==> config.mk <==
export PLATFORM = sky130hd
export DESIGN_NAME = cisu_core
export DESIGN_NICKNAME = d
export VERILOG_FILES = /design/src/include/cisu_pkg.sv /design/src/hdl/cisu_prio_enc.sv /design/src/hdl/cisu_core.sv
export SDC_FILE = /design/constraint.sdc
export NUM_CORES = 1
export LEC_CHECK = 0
export CORE_MARGIN = 3
export CORE_UTILIZATION = 50
export DETAILED_ROUTE_END_ITERATION = 10
export DONT_BUFFER_PORTS = 1
export PLACE_DENSITY = 0.63
export SETUP_SLACK_MARGIN = 0.3
export SYNTH_ARGS = -nofsm -noshare
export SYNTH_HDL_FRONTEND = slang
export SYNTH_SLANG_ARGS = --single-unit
==> constraint.sdc <==
create_clock -name mclk_i -period 6 [get_ports mclk_i]
set_clock_uncertainty 0.05 [all_clocks]
set_input_delay 0.9 -clock mclk_i [delete_from_list [all_inputs] [get_ports mclk_i]]
set_output_delay 0.9 -clock mclk_i [all_outputs]
set_load 0.05 [all_outputs]
==> src/include/cisu_pkg.sv <==
// cisu_pkg: constants and types for the cpu interrupt service unit
// assumes one 10 MHz clock and an apb master for software access
package cisu_pkg;
	// ----------------------------------------------------------------
	// sources
	// ----------------------------------------------------------------
	localparam int N_SRC  = 21;            // total interrupt sources
	localparam int N_NMI  = 6;             // nonmaskable sources
	localparam int N_MASK = 15;            // maskable peripheral sources
	localparam int IDX_W  = 5;
	localparam logic [IDX_W-1:0] SRC_RESET = 5'h00;
	localparam logic [IDX_W-1:0] SRC_MASK0 = 5'h06;
	localparam logic [N_NMI-1:0] NMI_RST   = 6'h01; // reset vector owed
	// ----------------------------------------------------------------
	// condition flags
	// ----------------------------------------------------------------
	localparam int          GMASK_BIT = 4;  // global maskable-interrupt mask
	localparam logic [7:0]  FLAGS_RST = 8'h10;
	// ----------------------------------------------------------------
	// return stack and vectors
	// ----------------------------------------------------------------
	localparam int          SP_W       = 6;
	localparam int          STK_DEPTH  = 40;
	localparam logic [SP_W-1:0] FRAME_LEN = 6'h05;
	localparam logic [SP_W-1:0] STK_ROOM  = 6'h23; // depth minus one frame
	localparam logic [2:0]  FRAME_LAST = 3'h4;
	localparam logic [15:0] VEC_TOP    = 16'hFFFE;
	// ----------------------------------------------------------------
	// apb register map
	// ----------------------------------------------------------------
	localparam logic [7:0] A_COND = 8'h00;  // condition flags, rw
	localparam logic [7:0] A_LEN  = 8'h04;  // local enables, rw
	localparam logic [7:0] A_PEND = 8'h08;  // pending flags, w1c
	localparam logic [7:0] A_STAT = 8'h0C;  // status, ro
	localparam int ST_NMI_LSB = 0;
	localparam int ST_FSM_LSB = 8;
	localparam int ST_SP_LSB  = 16;
	// ----------------------------------------------------------------
	// sequencer states
	// ----------------------------------------------------------------
	typedef enum logic [1:0] {
		ST_IDLE = 2'b00,
		ST_PUSH = 2'b01,
		ST_VEC  = 2'b10,
		ST_POP  = 2'b11
	} cisu_state_t;
endpackage

==> src/hdl/cisu_prio_enc.sv <==
// cisu_prio_enc: fixed priority pick, lowest index wins
// assumes requests are already gated by every mask
`timescale 1ns/1ps
module cisu_prio_enc (
	input  wire logic [cisu_pkg::N_SRC-1:0] req_i,
	output logic                            valid_o,
	output logic [cisu_pkg::IDX_W-1:0]      idx_o
);
	// scan from low priority upward so the highest one is kept
	always_comb begin
		valid_o = 1'b0;
		idx_o   = '0;
		for (int k = cisu_pkg::N_SRC - 1; k >= 0; k--) begin
			if (req_i[k]) begin
				valid_o = 1'b1;
				idx_o   = cisu_pkg::IDX_W'(k);
			end
		end
	end
endmodule // cisu_prio_enc

==> src/hdl/cisu_core.sv <==
// cisu_core: interrupt recognition, stacking, vectoring and return
// assumes cpu register values are stable while halt_o is high
//
// Operation
// - twenty-one sources, six nonmaskable, fifteen maskable
// - locally disabled source is never recognized
// - enabled event sets its pending flag
// - maskable served only with global mask clear
// - service halts cpu, pushes five registers except for reset
// - global mask set after stacking
// - masked requests stay pending until unmasked
// - nonmaskable sources ignore the global mask
// - handler address issued from source vector
// - return restores all registers including flags
// - highest priority pending source served first
`timescale 1ns/1ps
module cisu_core (
	input  wire logic                        mclk_i,
	input  wire logic                        rst_n_i,
	input  wire logic                        apb_psel_i,
	input  wire logic                        apb_penable_i,
	input  wire logic                        apb_pwrite_i,
	input  wire logic [7:0]                  apb_paddr_i,
	input  wire logic [31:0]                 apb_pwdata_i,
	output logic      [31:0]                 apb_prdata_o,
	output logic                             apb_pready_o,
	output logic                             apb_pslverr_o,
	input  wire logic [cisu_pkg::N_MASK-1:0] maskable_evt_i,
	input  wire logic                        clk_fail_i,
	input  wire logic                        liveness_watchdog_i,
	input  wire logic                        illegal_op_i,
	input  wire logic                        soft_trap_instr_i,
	input  wire logic                        external_nmi_request_n_i,
	input  wire logic                        return_from_exception_i,
	input  wire logic [15:0]                 double_accumulator_i,
	input  wire logic [15:0]                 index_x_i,
	input  wire logic [15:0]                 index_y_i,
	input  wire logic [15:0]                 program_counter_i,
	output logic                             halt_o,
	output logic                             vector_valid_o,
	output logic [cisu_pkg::IDX_W-1:0]       vector_idx_o,
	output logic [15:0]                      vector_addr_o,
	output logic                             restore_valid_o,
	output logic [7:0]                       condition_flags_o,
	output logic [15:0]                      double_accumulator_o,
	output logic [15:0]                      index_x_o,
	output logic [15:0]                      index_y_o,
	output logic [15:0]                      program_counter_o,
	output logic                             irq_o
);
	// ----------------------------------------------------------------
	// state
	// ----------------------------------------------------------------
	cisu_pkg::cisu_state_t           state_reg, state_next;
	logic [2:0]                      cnt_reg, cnt_next;
	logic [cisu_pkg::SP_W-1:0]       sp_reg, sp_next;
	logic [7:0]                      condition_flags_reg, flags_next;
	logic [cisu_pkg::N_MASK-1:0]     len_reg, len_next;
	logic [cisu_pkg::N_MASK-1:0]     pend_reg, pend_next;
	logic [cisu_pkg::N_NMI-1:0]      nmi_reg, nmi_next;
	logic                            xnmi_prev_reg;
	logic [cisu_pkg::IDX_W-1:0]      vidx_reg, vidx_next;
	logic                            vvalid_reg, vvalid_next;
	logic                            rvalid_reg, rvalid_next;
	logic [15:0]                     dacc_reg, dacc_next;
	logic [15:0]                     index_x_reg, index_x_next;
	logic [15:0]                     index_y_reg, index_y_next;
	logic [15:0]                     prog_cnt_reg, prog_cnt_next;
	logic [31:0]                     rdata_reg, rdata_next;
	logic [15:0]                     stack_mem [cisu_pkg::STK_DEPTH];
	logic [15:0]                     push_word;
	logic [15:0]                     stk_rd;
	logic                            gmask;
	logic                            ret_ok;
	logic                            take;
	logic                            room;
	logic                            pr_valid;
	logic [cisu_pkg::IDX_W-1:0]      pr_idx;
	logic [cisu_pkg::N_SRC-1:0]      req;
	logic [cisu_pkg::N_MASK-1:0]     evt_en;
	logic [cisu_pkg::N_NMI-1:0]      nmi_set;
	logic [cisu_pkg::N_NMI-1:0]      nmi_clr;
	logic                            wr_en;
	logic                            rd_setup;
	logic                            addr_hit;

	// ----------------------------------------------------------------
	// recognition and arbitration
	// ----------------------------------------------------------------
	assign gmask   = condition_flags_reg[cisu_pkg::GMASK_BIT];
	assign evt_en  = maskable_evt_i & len_reg;
	assign nmi_set = {xnmi_prev_reg & ~external_nmi_request_n_i,
		soft_trap_instr_i, illegal_op_i, liveness_watchdog_i,
		clk_fail_i, 1'b0};
	// nonmaskable bits bypass the global mask, maskable ones do not
	assign req = {pend_reg & len_reg & {cisu_pkg::N_MASK{~gmask}},
		nmi_reg};
	assign room   = sp_reg <= cisu_pkg::STK_ROOM;
	assign ret_ok = state_reg == cisu_pkg::ST_IDLE &&
		return_from_exception_i && sp_reg >= cisu_pkg::FRAME_LEN;
	assign take   = state_reg == cisu_pkg::ST_IDLE && !ret_ok &&
		pr_valid && room;
	assign stk_rd = stack_mem[sp_reg - 6'h01];

	// fixed priority pick among the gated requests
	cisu_prio_enc u_prio (
		.req_i   (req),
		.valid_o (pr_valid),
		.idx_o   (pr_idx)
	);

	// frame word for the current push slot
	always_comb begin
		case (cnt_reg)
			3'h0:    push_word = {8'h00, condition_flags_reg};
			3'h1:    push_word = double_accumulator_i;
			3'h2:    push_word = index_x_i;
			3'h3:    push_word = index_y_i;
			default: push_word = program_counter_i;
		endcase
	end

	// ----------------------------------------------------------------
	// apb decode
	// ----------------------------------------------------------------
	assign wr_en    = apb_psel_i & apb_penable_i & apb_pwrite_i & addr_hit;
	assign rd_setup = apb_psel_i & ~apb_penable_i & ~apb_pwrite_i;
	assign addr_hit = apb_paddr_i == cisu_pkg::A_COND ||
		apb_paddr_i == cisu_pkg::A_LEN ||
		apb_paddr_i == cisu_pkg::A_PEND ||
		apb_paddr_i == cisu_pkg::A_STAT;

	// read data captured in the setup cycle, zero when unmapped
	always_comb begin
		rdata_next = rdata_reg;
		if (rd_setup) begin
			case (apb_paddr_i)
				cisu_pkg::A_COND: rdata_next = {24'h000000,
					condition_flags_reg};
				cisu_pkg::A_LEN:  rdata_next = {17'h00000, len_reg};
				cisu_pkg::A_PEND: rdata_next = {17'h00000, pend_reg};
				cisu_pkg::A_STAT: begin
					rdata_next = 32'h00000000;
					rdata_next[cisu_pkg::ST_NMI_LSB +: cisu_pkg::N_NMI] =
						nmi_reg;
					rdata_next[cisu_pkg::ST_FSM_LSB +: 2] = state_reg;
					rdata_next[cisu_pkg::ST_SP_LSB +: cisu_pkg::SP_W] =
						sp_reg;
				end
				default: rdata_next = 32'h00000000;
			endcase
		end
	end

	// ----------------------------------------------------------------
	// flags and enables
	// ----------------------------------------------------------------
	always_comb begin
		len_next = len_reg;
		pend_next = pend_reg;
		nmi_clr = '0;
		flags_next = condition_flags_reg;
		if (wr_en && apb_paddr_i == cisu_pkg::A_LEN) begin
			len_next = apb_pwdata_i[cisu_pkg::N_MASK-1:0];
		end
		// software clear first, so a same-cycle event still sets
		if (wr_en && apb_paddr_i == cisu_pkg::A_PEND) begin
			pend_next = pend_reg & ~apb_pwdata_i[cisu_pkg::N_MASK-1:0];
		end
		pend_next = pend_next | evt_en;
		if (take && pr_idx < cisu_pkg::SRC_MASK0) begin
			nmi_clr[pr_idx[2:0]] = 1'b1;
		end
		nmi_next = (nmi_reg & ~nmi_clr) | nmi_set;
		if (wr_en && apb_paddr_i == cisu_pkg::A_COND) begin
			flags_next = apb_pwdata_i[7:0];
		end
		// hardware updates win over a software write
		if (state_reg == cisu_pkg::ST_VEC) begin
			flags_next[cisu_pkg::GMASK_BIT] = 1'b1;
		end else if (state_reg == cisu_pkg::ST_POP &&
			cnt_reg == cisu_pkg::FRAME_LAST) begin
			flags_next = stk_rd[7:0];
		end
	end

	// ----------------------------------------------------------------
	// service sequencer
	// ----------------------------------------------------------------
	always_comb begin
		state_next  = state_reg;
		cnt_next    = cnt_reg;
		sp_next     = sp_reg;
		vidx_next   = vidx_reg;
		vvalid_next = 1'b0;
		rvalid_next = 1'b0;
		dacc_next     = dacc_reg;
		index_x_next  = index_x_reg;
		index_y_next  = index_y_reg;
		prog_cnt_next = prog_cnt_reg;
		case (state_reg)
			cisu_pkg::ST_IDLE: begin
				cnt_next = 3'h0;
				if (ret_ok) begin
					state_next = cisu_pkg::ST_POP;
				end else if (take) begin
					vidx_next = pr_idx;
					// reset has no frame to save
					state_next = (pr_idx == cisu_pkg::SRC_RESET) ?
						cisu_pkg::ST_VEC : cisu_pkg::ST_PUSH;
				end
			end
			cisu_pkg::ST_PUSH: begin
				sp_next  = sp_reg + 6'h01;
				cnt_next = cnt_reg + 3'h1;
				if (cnt_reg == cisu_pkg::FRAME_LAST) begin
					state_next = cisu_pkg::ST_VEC;
				end
			end
			cisu_pkg::ST_VEC: begin
				vvalid_next = 1'b1;
				state_next  = cisu_pkg::ST_IDLE;
			end
			cisu_pkg::ST_POP: begin
				sp_next  = sp_reg - 6'h01;
				cnt_next = cnt_reg + 3'h1;
				// counter, y, x, accumulator, flags: mirror of push order
				case (cnt_reg)
					3'h0:    prog_cnt_next = stk_rd;
					3'h1:    index_y_next  = stk_rd;
					3'h2:    index_x_next  = stk_rd;
					3'h3:    dacc_next     = stk_rd;
					default: rvalid_next = 1'b1;
				endcase
				if (cnt_reg == cisu_pkg::FRAME_LAST) begin
					state_next = cisu_pkg::ST_IDLE;
				end
			end
			default: state_next = cisu_pkg::ST_IDLE;
		endcase
	end

	// registers
	always_ff @(posedge mclk_i or negedge rst_n_i) begin
		if (!rst_n_i) begin
			state_reg           <= cisu_pkg::ST_IDLE;
			cnt_reg             <= 3'h0;
			sp_reg              <= '0;
			condition_flags_reg <= cisu_pkg::FLAGS_RST;
			len_reg             <= '0;
			pend_reg            <= '0;
			nmi_reg             <= cisu_pkg::NMI_RST;
			xnmi_prev_reg       <= 1'b1;
			vidx_reg            <= '0;
			vvalid_reg          <= 1'b0;
			rvalid_reg          <= 1'b0;
			dacc_reg            <= 16'h0000;
			index_x_reg         <= 16'h0000;
			index_y_reg         <= 16'h0000;
			prog_cnt_reg        <= 16'h0000;
			rdata_reg           <= 32'h00000000;
		end else begin
			state_reg           <= state_next;
			cnt_reg             <= cnt_next;
			sp_reg              <= sp_next;
			condition_flags_reg <= flags_next;
			len_reg             <= len_next;
			pend_reg            <= pend_next;
			nmi_reg             <= nmi_next;
			xnmi_prev_reg       <= external_nmi_request_n_i;
			vidx_reg            <= vidx_next;
			vvalid_reg          <= vvalid_next;
			rvalid_reg          <= rvalid_next;
			dacc_reg            <= dacc_next;
			index_x_reg         <= index_x_next;
			index_y_reg         <= index_y_next;
			prog_cnt_reg        <= prog_cnt_next;
			rdata_reg           <= rdata_next;
		end
	end

	// return stack storage, written only while pushing
	always_ff @(posedge mclk_i) begin
		if (state_reg == cisu_pkg::ST_PUSH) begin
			stack_mem[sp_reg] <= push_word;
		end
	end

	// ----------------------------------------------------------------
	// outputs
	// ----------------------------------------------------------------
	assign apb_prdata_o         = rdata_reg;
	assign apb_pready_o         = 1'b1;
	assign apb_pslverr_o        = apb_psel_i & apb_penable_i & ~addr_hit;
	assign halt_o               = state_reg != cisu_pkg::ST_IDLE;
	assign vector_valid_o       = vvalid_reg;
	assign vector_idx_o         = vidx_reg;
	assign vector_addr_o        = cisu_pkg::VEC_TOP -
		16'({vidx_reg, 1'b0});
	assign restore_valid_o      = rvalid_reg;
	assign condition_flags_o    = condition_flags_reg;
	assign double_accumulator_o = dacc_reg;
	assign index_x_o            = index_x_reg;
	assign index_y_o            = index_y_reg;
	assign program_counter_o    = prog_cnt_reg;
	assign irq_o                = |(pend_reg & len_reg);
endmodule // cisu_core

==> metrics.yaml <==
worst_setup_path:
  slowest_stage: "o21ai_1"
  critPathLaunchType: "flip-flop"
  cp_data_arrival_time_ns: 4.65
  cpMostUsedCell: "buf_4"
  crit_path_max_incr_delay_ns: 0.76
  cp-end-kind: "flip-flop"
  cp_max_fo: 16
  worstPathCellList: "inv_1 > ha_4 > buf_4 > mux4_2 > mux2_2 > a31oi_1 > a2111oi_0 > buf_4 > o21ai_1 > o21ai_0"
  r2r_setup_slack_ns: 1.74
  crit_type: "reg2reg"
  cp_data_required_time_ns: 6.38
  r2r_start: "sp_reg[1]$_DFFE_PN0P_"
  rr_worst_depth: 10
  path_depth: 10
  critPathTopFamily: "compound AO/OA/AOI/OAI gates"
  critPathBufInv: 3
  r2r-end: "program_counter_o[5]$_DFFE_PN0P_"
cells_and_area:
  top_register: "stack_mem"
  stdcell_count: 2797
  nFillCells: 4696
  largest_register_ffs: 640
  postLayoutCellArea_um2: 36000
  final_util_pct: 57.0
  final_layout_size_suffix_gt1_share_pct: 23.8
  final-seq-area_um2: 22900
  area_growth_pct: 12.5
  multi_input_area_um2: 8640
  nNetsFinal: 2017
clock_tree:
  htree_levels: 3
  cts_buffers: 81
  cts_resized: 0
  cts_setup_buffers: 0
  root_buffer: "clkbuf_16"
  cts_sinks: 788
  insertion_delay_ns: 0.62
  clkTransAtPathRegs_ns: 0.06
  clk_path_buf_depth: 3
  cts_tree: "done"
timing:
  period_needed_ns: 4.26
  worstMarginPinSlew_ns: 1.28
  maxSlewViolCount: 0
  period_share_pct: 71.0
  final-setup-viol-count: 0
  hold_viol: 0
  fmax_mhz: 235
  layout_setup_ws_ns: 1.74
  max_slew_margin_pct: 14.4
  worst_hold_slack_ns: 0.0721
  rsz0062_at_grt: "false"
  tns_ns: 0
die:
  die-area_um2: 67100
  rows: 92
  coreArea_um2: 63200
  die_y_um: 259
  die_w_um: 259
  ios: 261
  start_util_pct: 50.7
power:
  p_per_area_nw_per_um2: 636
  fin_total_pwr_mw: 22.9
  p_leak_nw: 12.3
  ir_drop_uv: 430
synth:
  yosys_warnings: 0
  synth_area_leaders: "edfxtp_1, mux4_2, dfrtp_1"
  ys_ff_latch: 788
  synth_top_area_share_pct: 60.0
  async_flop_share_pct: 18.8
  syn_area_um2: 32000
  syn_inst: 1820
  synth.distinct_cells: 62
  yosysMostFrequentCell: "edfxtp_1"
  yosysTopAreaCell: "edfxtp_1"
  seq_area_frac_synth_pct: 71.6
  avgSynthCellArea_um2: 17.6
  synth_edf_count: 640
  ys_top_cells_by_count: "edfxtp_1, mux4_2, dfrtp_1"
  dominantRegCellSynth: "edfxtp_1"
placement:
  dp_hpwl_mm: 48.5
  dpl_cell_area_um2: 33400
  gp_congestion: 0.878
  portBuffers: 0
  dp_slack_ns: 1.81
  placed_cells: 2641
global_route:
  gr-total-overflow: 0
  antenna_found_initial: 6
  grt_pass1_vias: 17197
  grt_pass1_wl_mm: 114
  grt_use_total_pct: 23.1
  grt_max_degree: 146
drt:
  wl_per_cell_um: 27.8
  detail_route.drc_violations: 0
  vias: 17210
  dr.pass1.iters: 8
  drt-total-wl_mm: 77.6
  viasPerCell: 6.15
  ant_nets: 0
  drt_iter0_markers: 1575
status:
  outcome: "finished, final reports clean"
min_path:
  worstHoldPathType: "in2async"
job:
  cap_violations: 0
[routing by layer]
| metal | vias up | global-route usage [%] | routed length (µm) |
|---|---|---|---|
| li1 | 7336 | - | - |
| met5 | - | 0 | 0 |
| met3 | 151 | 4.86 | 6660 |
| met2 | 764 | 36.4 | 36900 |
| met1 | 8959 | 32.0 | 31400 |
| met4 | 0 | 9.00 | 2700 |
[timing repair]
item	in CTS	in global routing
setup endpoints to repair	0	0
hold buffers	1	0
hold endpoints to repair	145	0
[worst register-to-register path: cells and delay by family, from the launching register on]
kind	cells	cell delay, ns
adders and majority gates	1	0.58
AOI/OAI and AO/OA	4	1.40
muxes	2	0.70
DFF	1	0.58
buffers and inverters	3	0.78
[report_power, final]
part | leakage (nW) | internal [mW] | switching [mW]
logic | 3.39 | 3.04 | 5.76
registers | 7.64 | 7.90 | 1.30
clock network | 1.30 | 2.91 | 2.04
total | 12.3 | 13.8 | 9.10
[layout make-up]
cell class	count	share of cell area (%)
clock buffer	107	6.27
antenna	6	0.0417
multi-input combinational	906	24.0
sequential	788	63.6
clock inverter	42	1.08
tap	846	2.94
timing repair buffer	85	1.93
inverter	17	0.177
[layout by cell type (no fill, tap or decap), types with 12 or more instances in the layout]
cell       count
a22o_1        34
nor2b_1       23
inv_1         17
o21ai_1       20
conb_1        23
dfrtp_1      144
clkinv_1      18
clkbuf_1      16
a2111oi_0     17
nand2_1      141
a21oi_4       16
a222oi_1      17
clkbuf_16     84
mux2i_1       37
mux2_2        57
a221oi_1      15
nor2_1        95
buf_4         81
edfxtp_1     640
a21oi_1       18
nand3_1       14
clkinv_2      12
a31oi_1       31
o21ai_0       75
mux4_2       168
[cell families after synthesis]
family / count (synthesis) / share of synthesized area, %
fa+ha+maj: 8 / 0.312
other cells: 2 / 0.0234
xor+xnor: 9 / 0.269
compound gates: 282 / 5.90
mux: 266 / 15.1
flops: 788 / 71.6
simple gates: 318 / 4.37
buf+inv: 147 / 2.45
[worst max path at each step]
| stage | start | endpoint | slack (ns) |
|---|---|---|---|
| floorplan | sp_reg[0]$_DFFE_PN0P_ | double_accumulator_o[4]$_DFFE_PN0P_ | 2.31 |
| global placement | sp_reg[1]$_DFFE_PN0P_ | program_counter_o[7]$_DFFE_PN0P_ | 1.95 |
| detailed placement | sp_reg[1]$_DFFE_PN0P_ | index_x_o[5]$_DFFE_PN0P_ | 1.81 |
| CTS | sp_reg[1]$_DFFE_PN0P_ | program_counter_o[5]$_DFFE_PN0P_ | 1.77 |
| global route | sp_reg[1]$_DFFE_PN0P_ | program_counter_o[5]$_DFFE_PN0P_ | 1.62 |
| finish | sp_reg[1]$_DFFE_PN0P_ | program_counter_o[5]$_DFFE_PN0P_ | 1.74 |
Power figures use the tool's default switching activity.
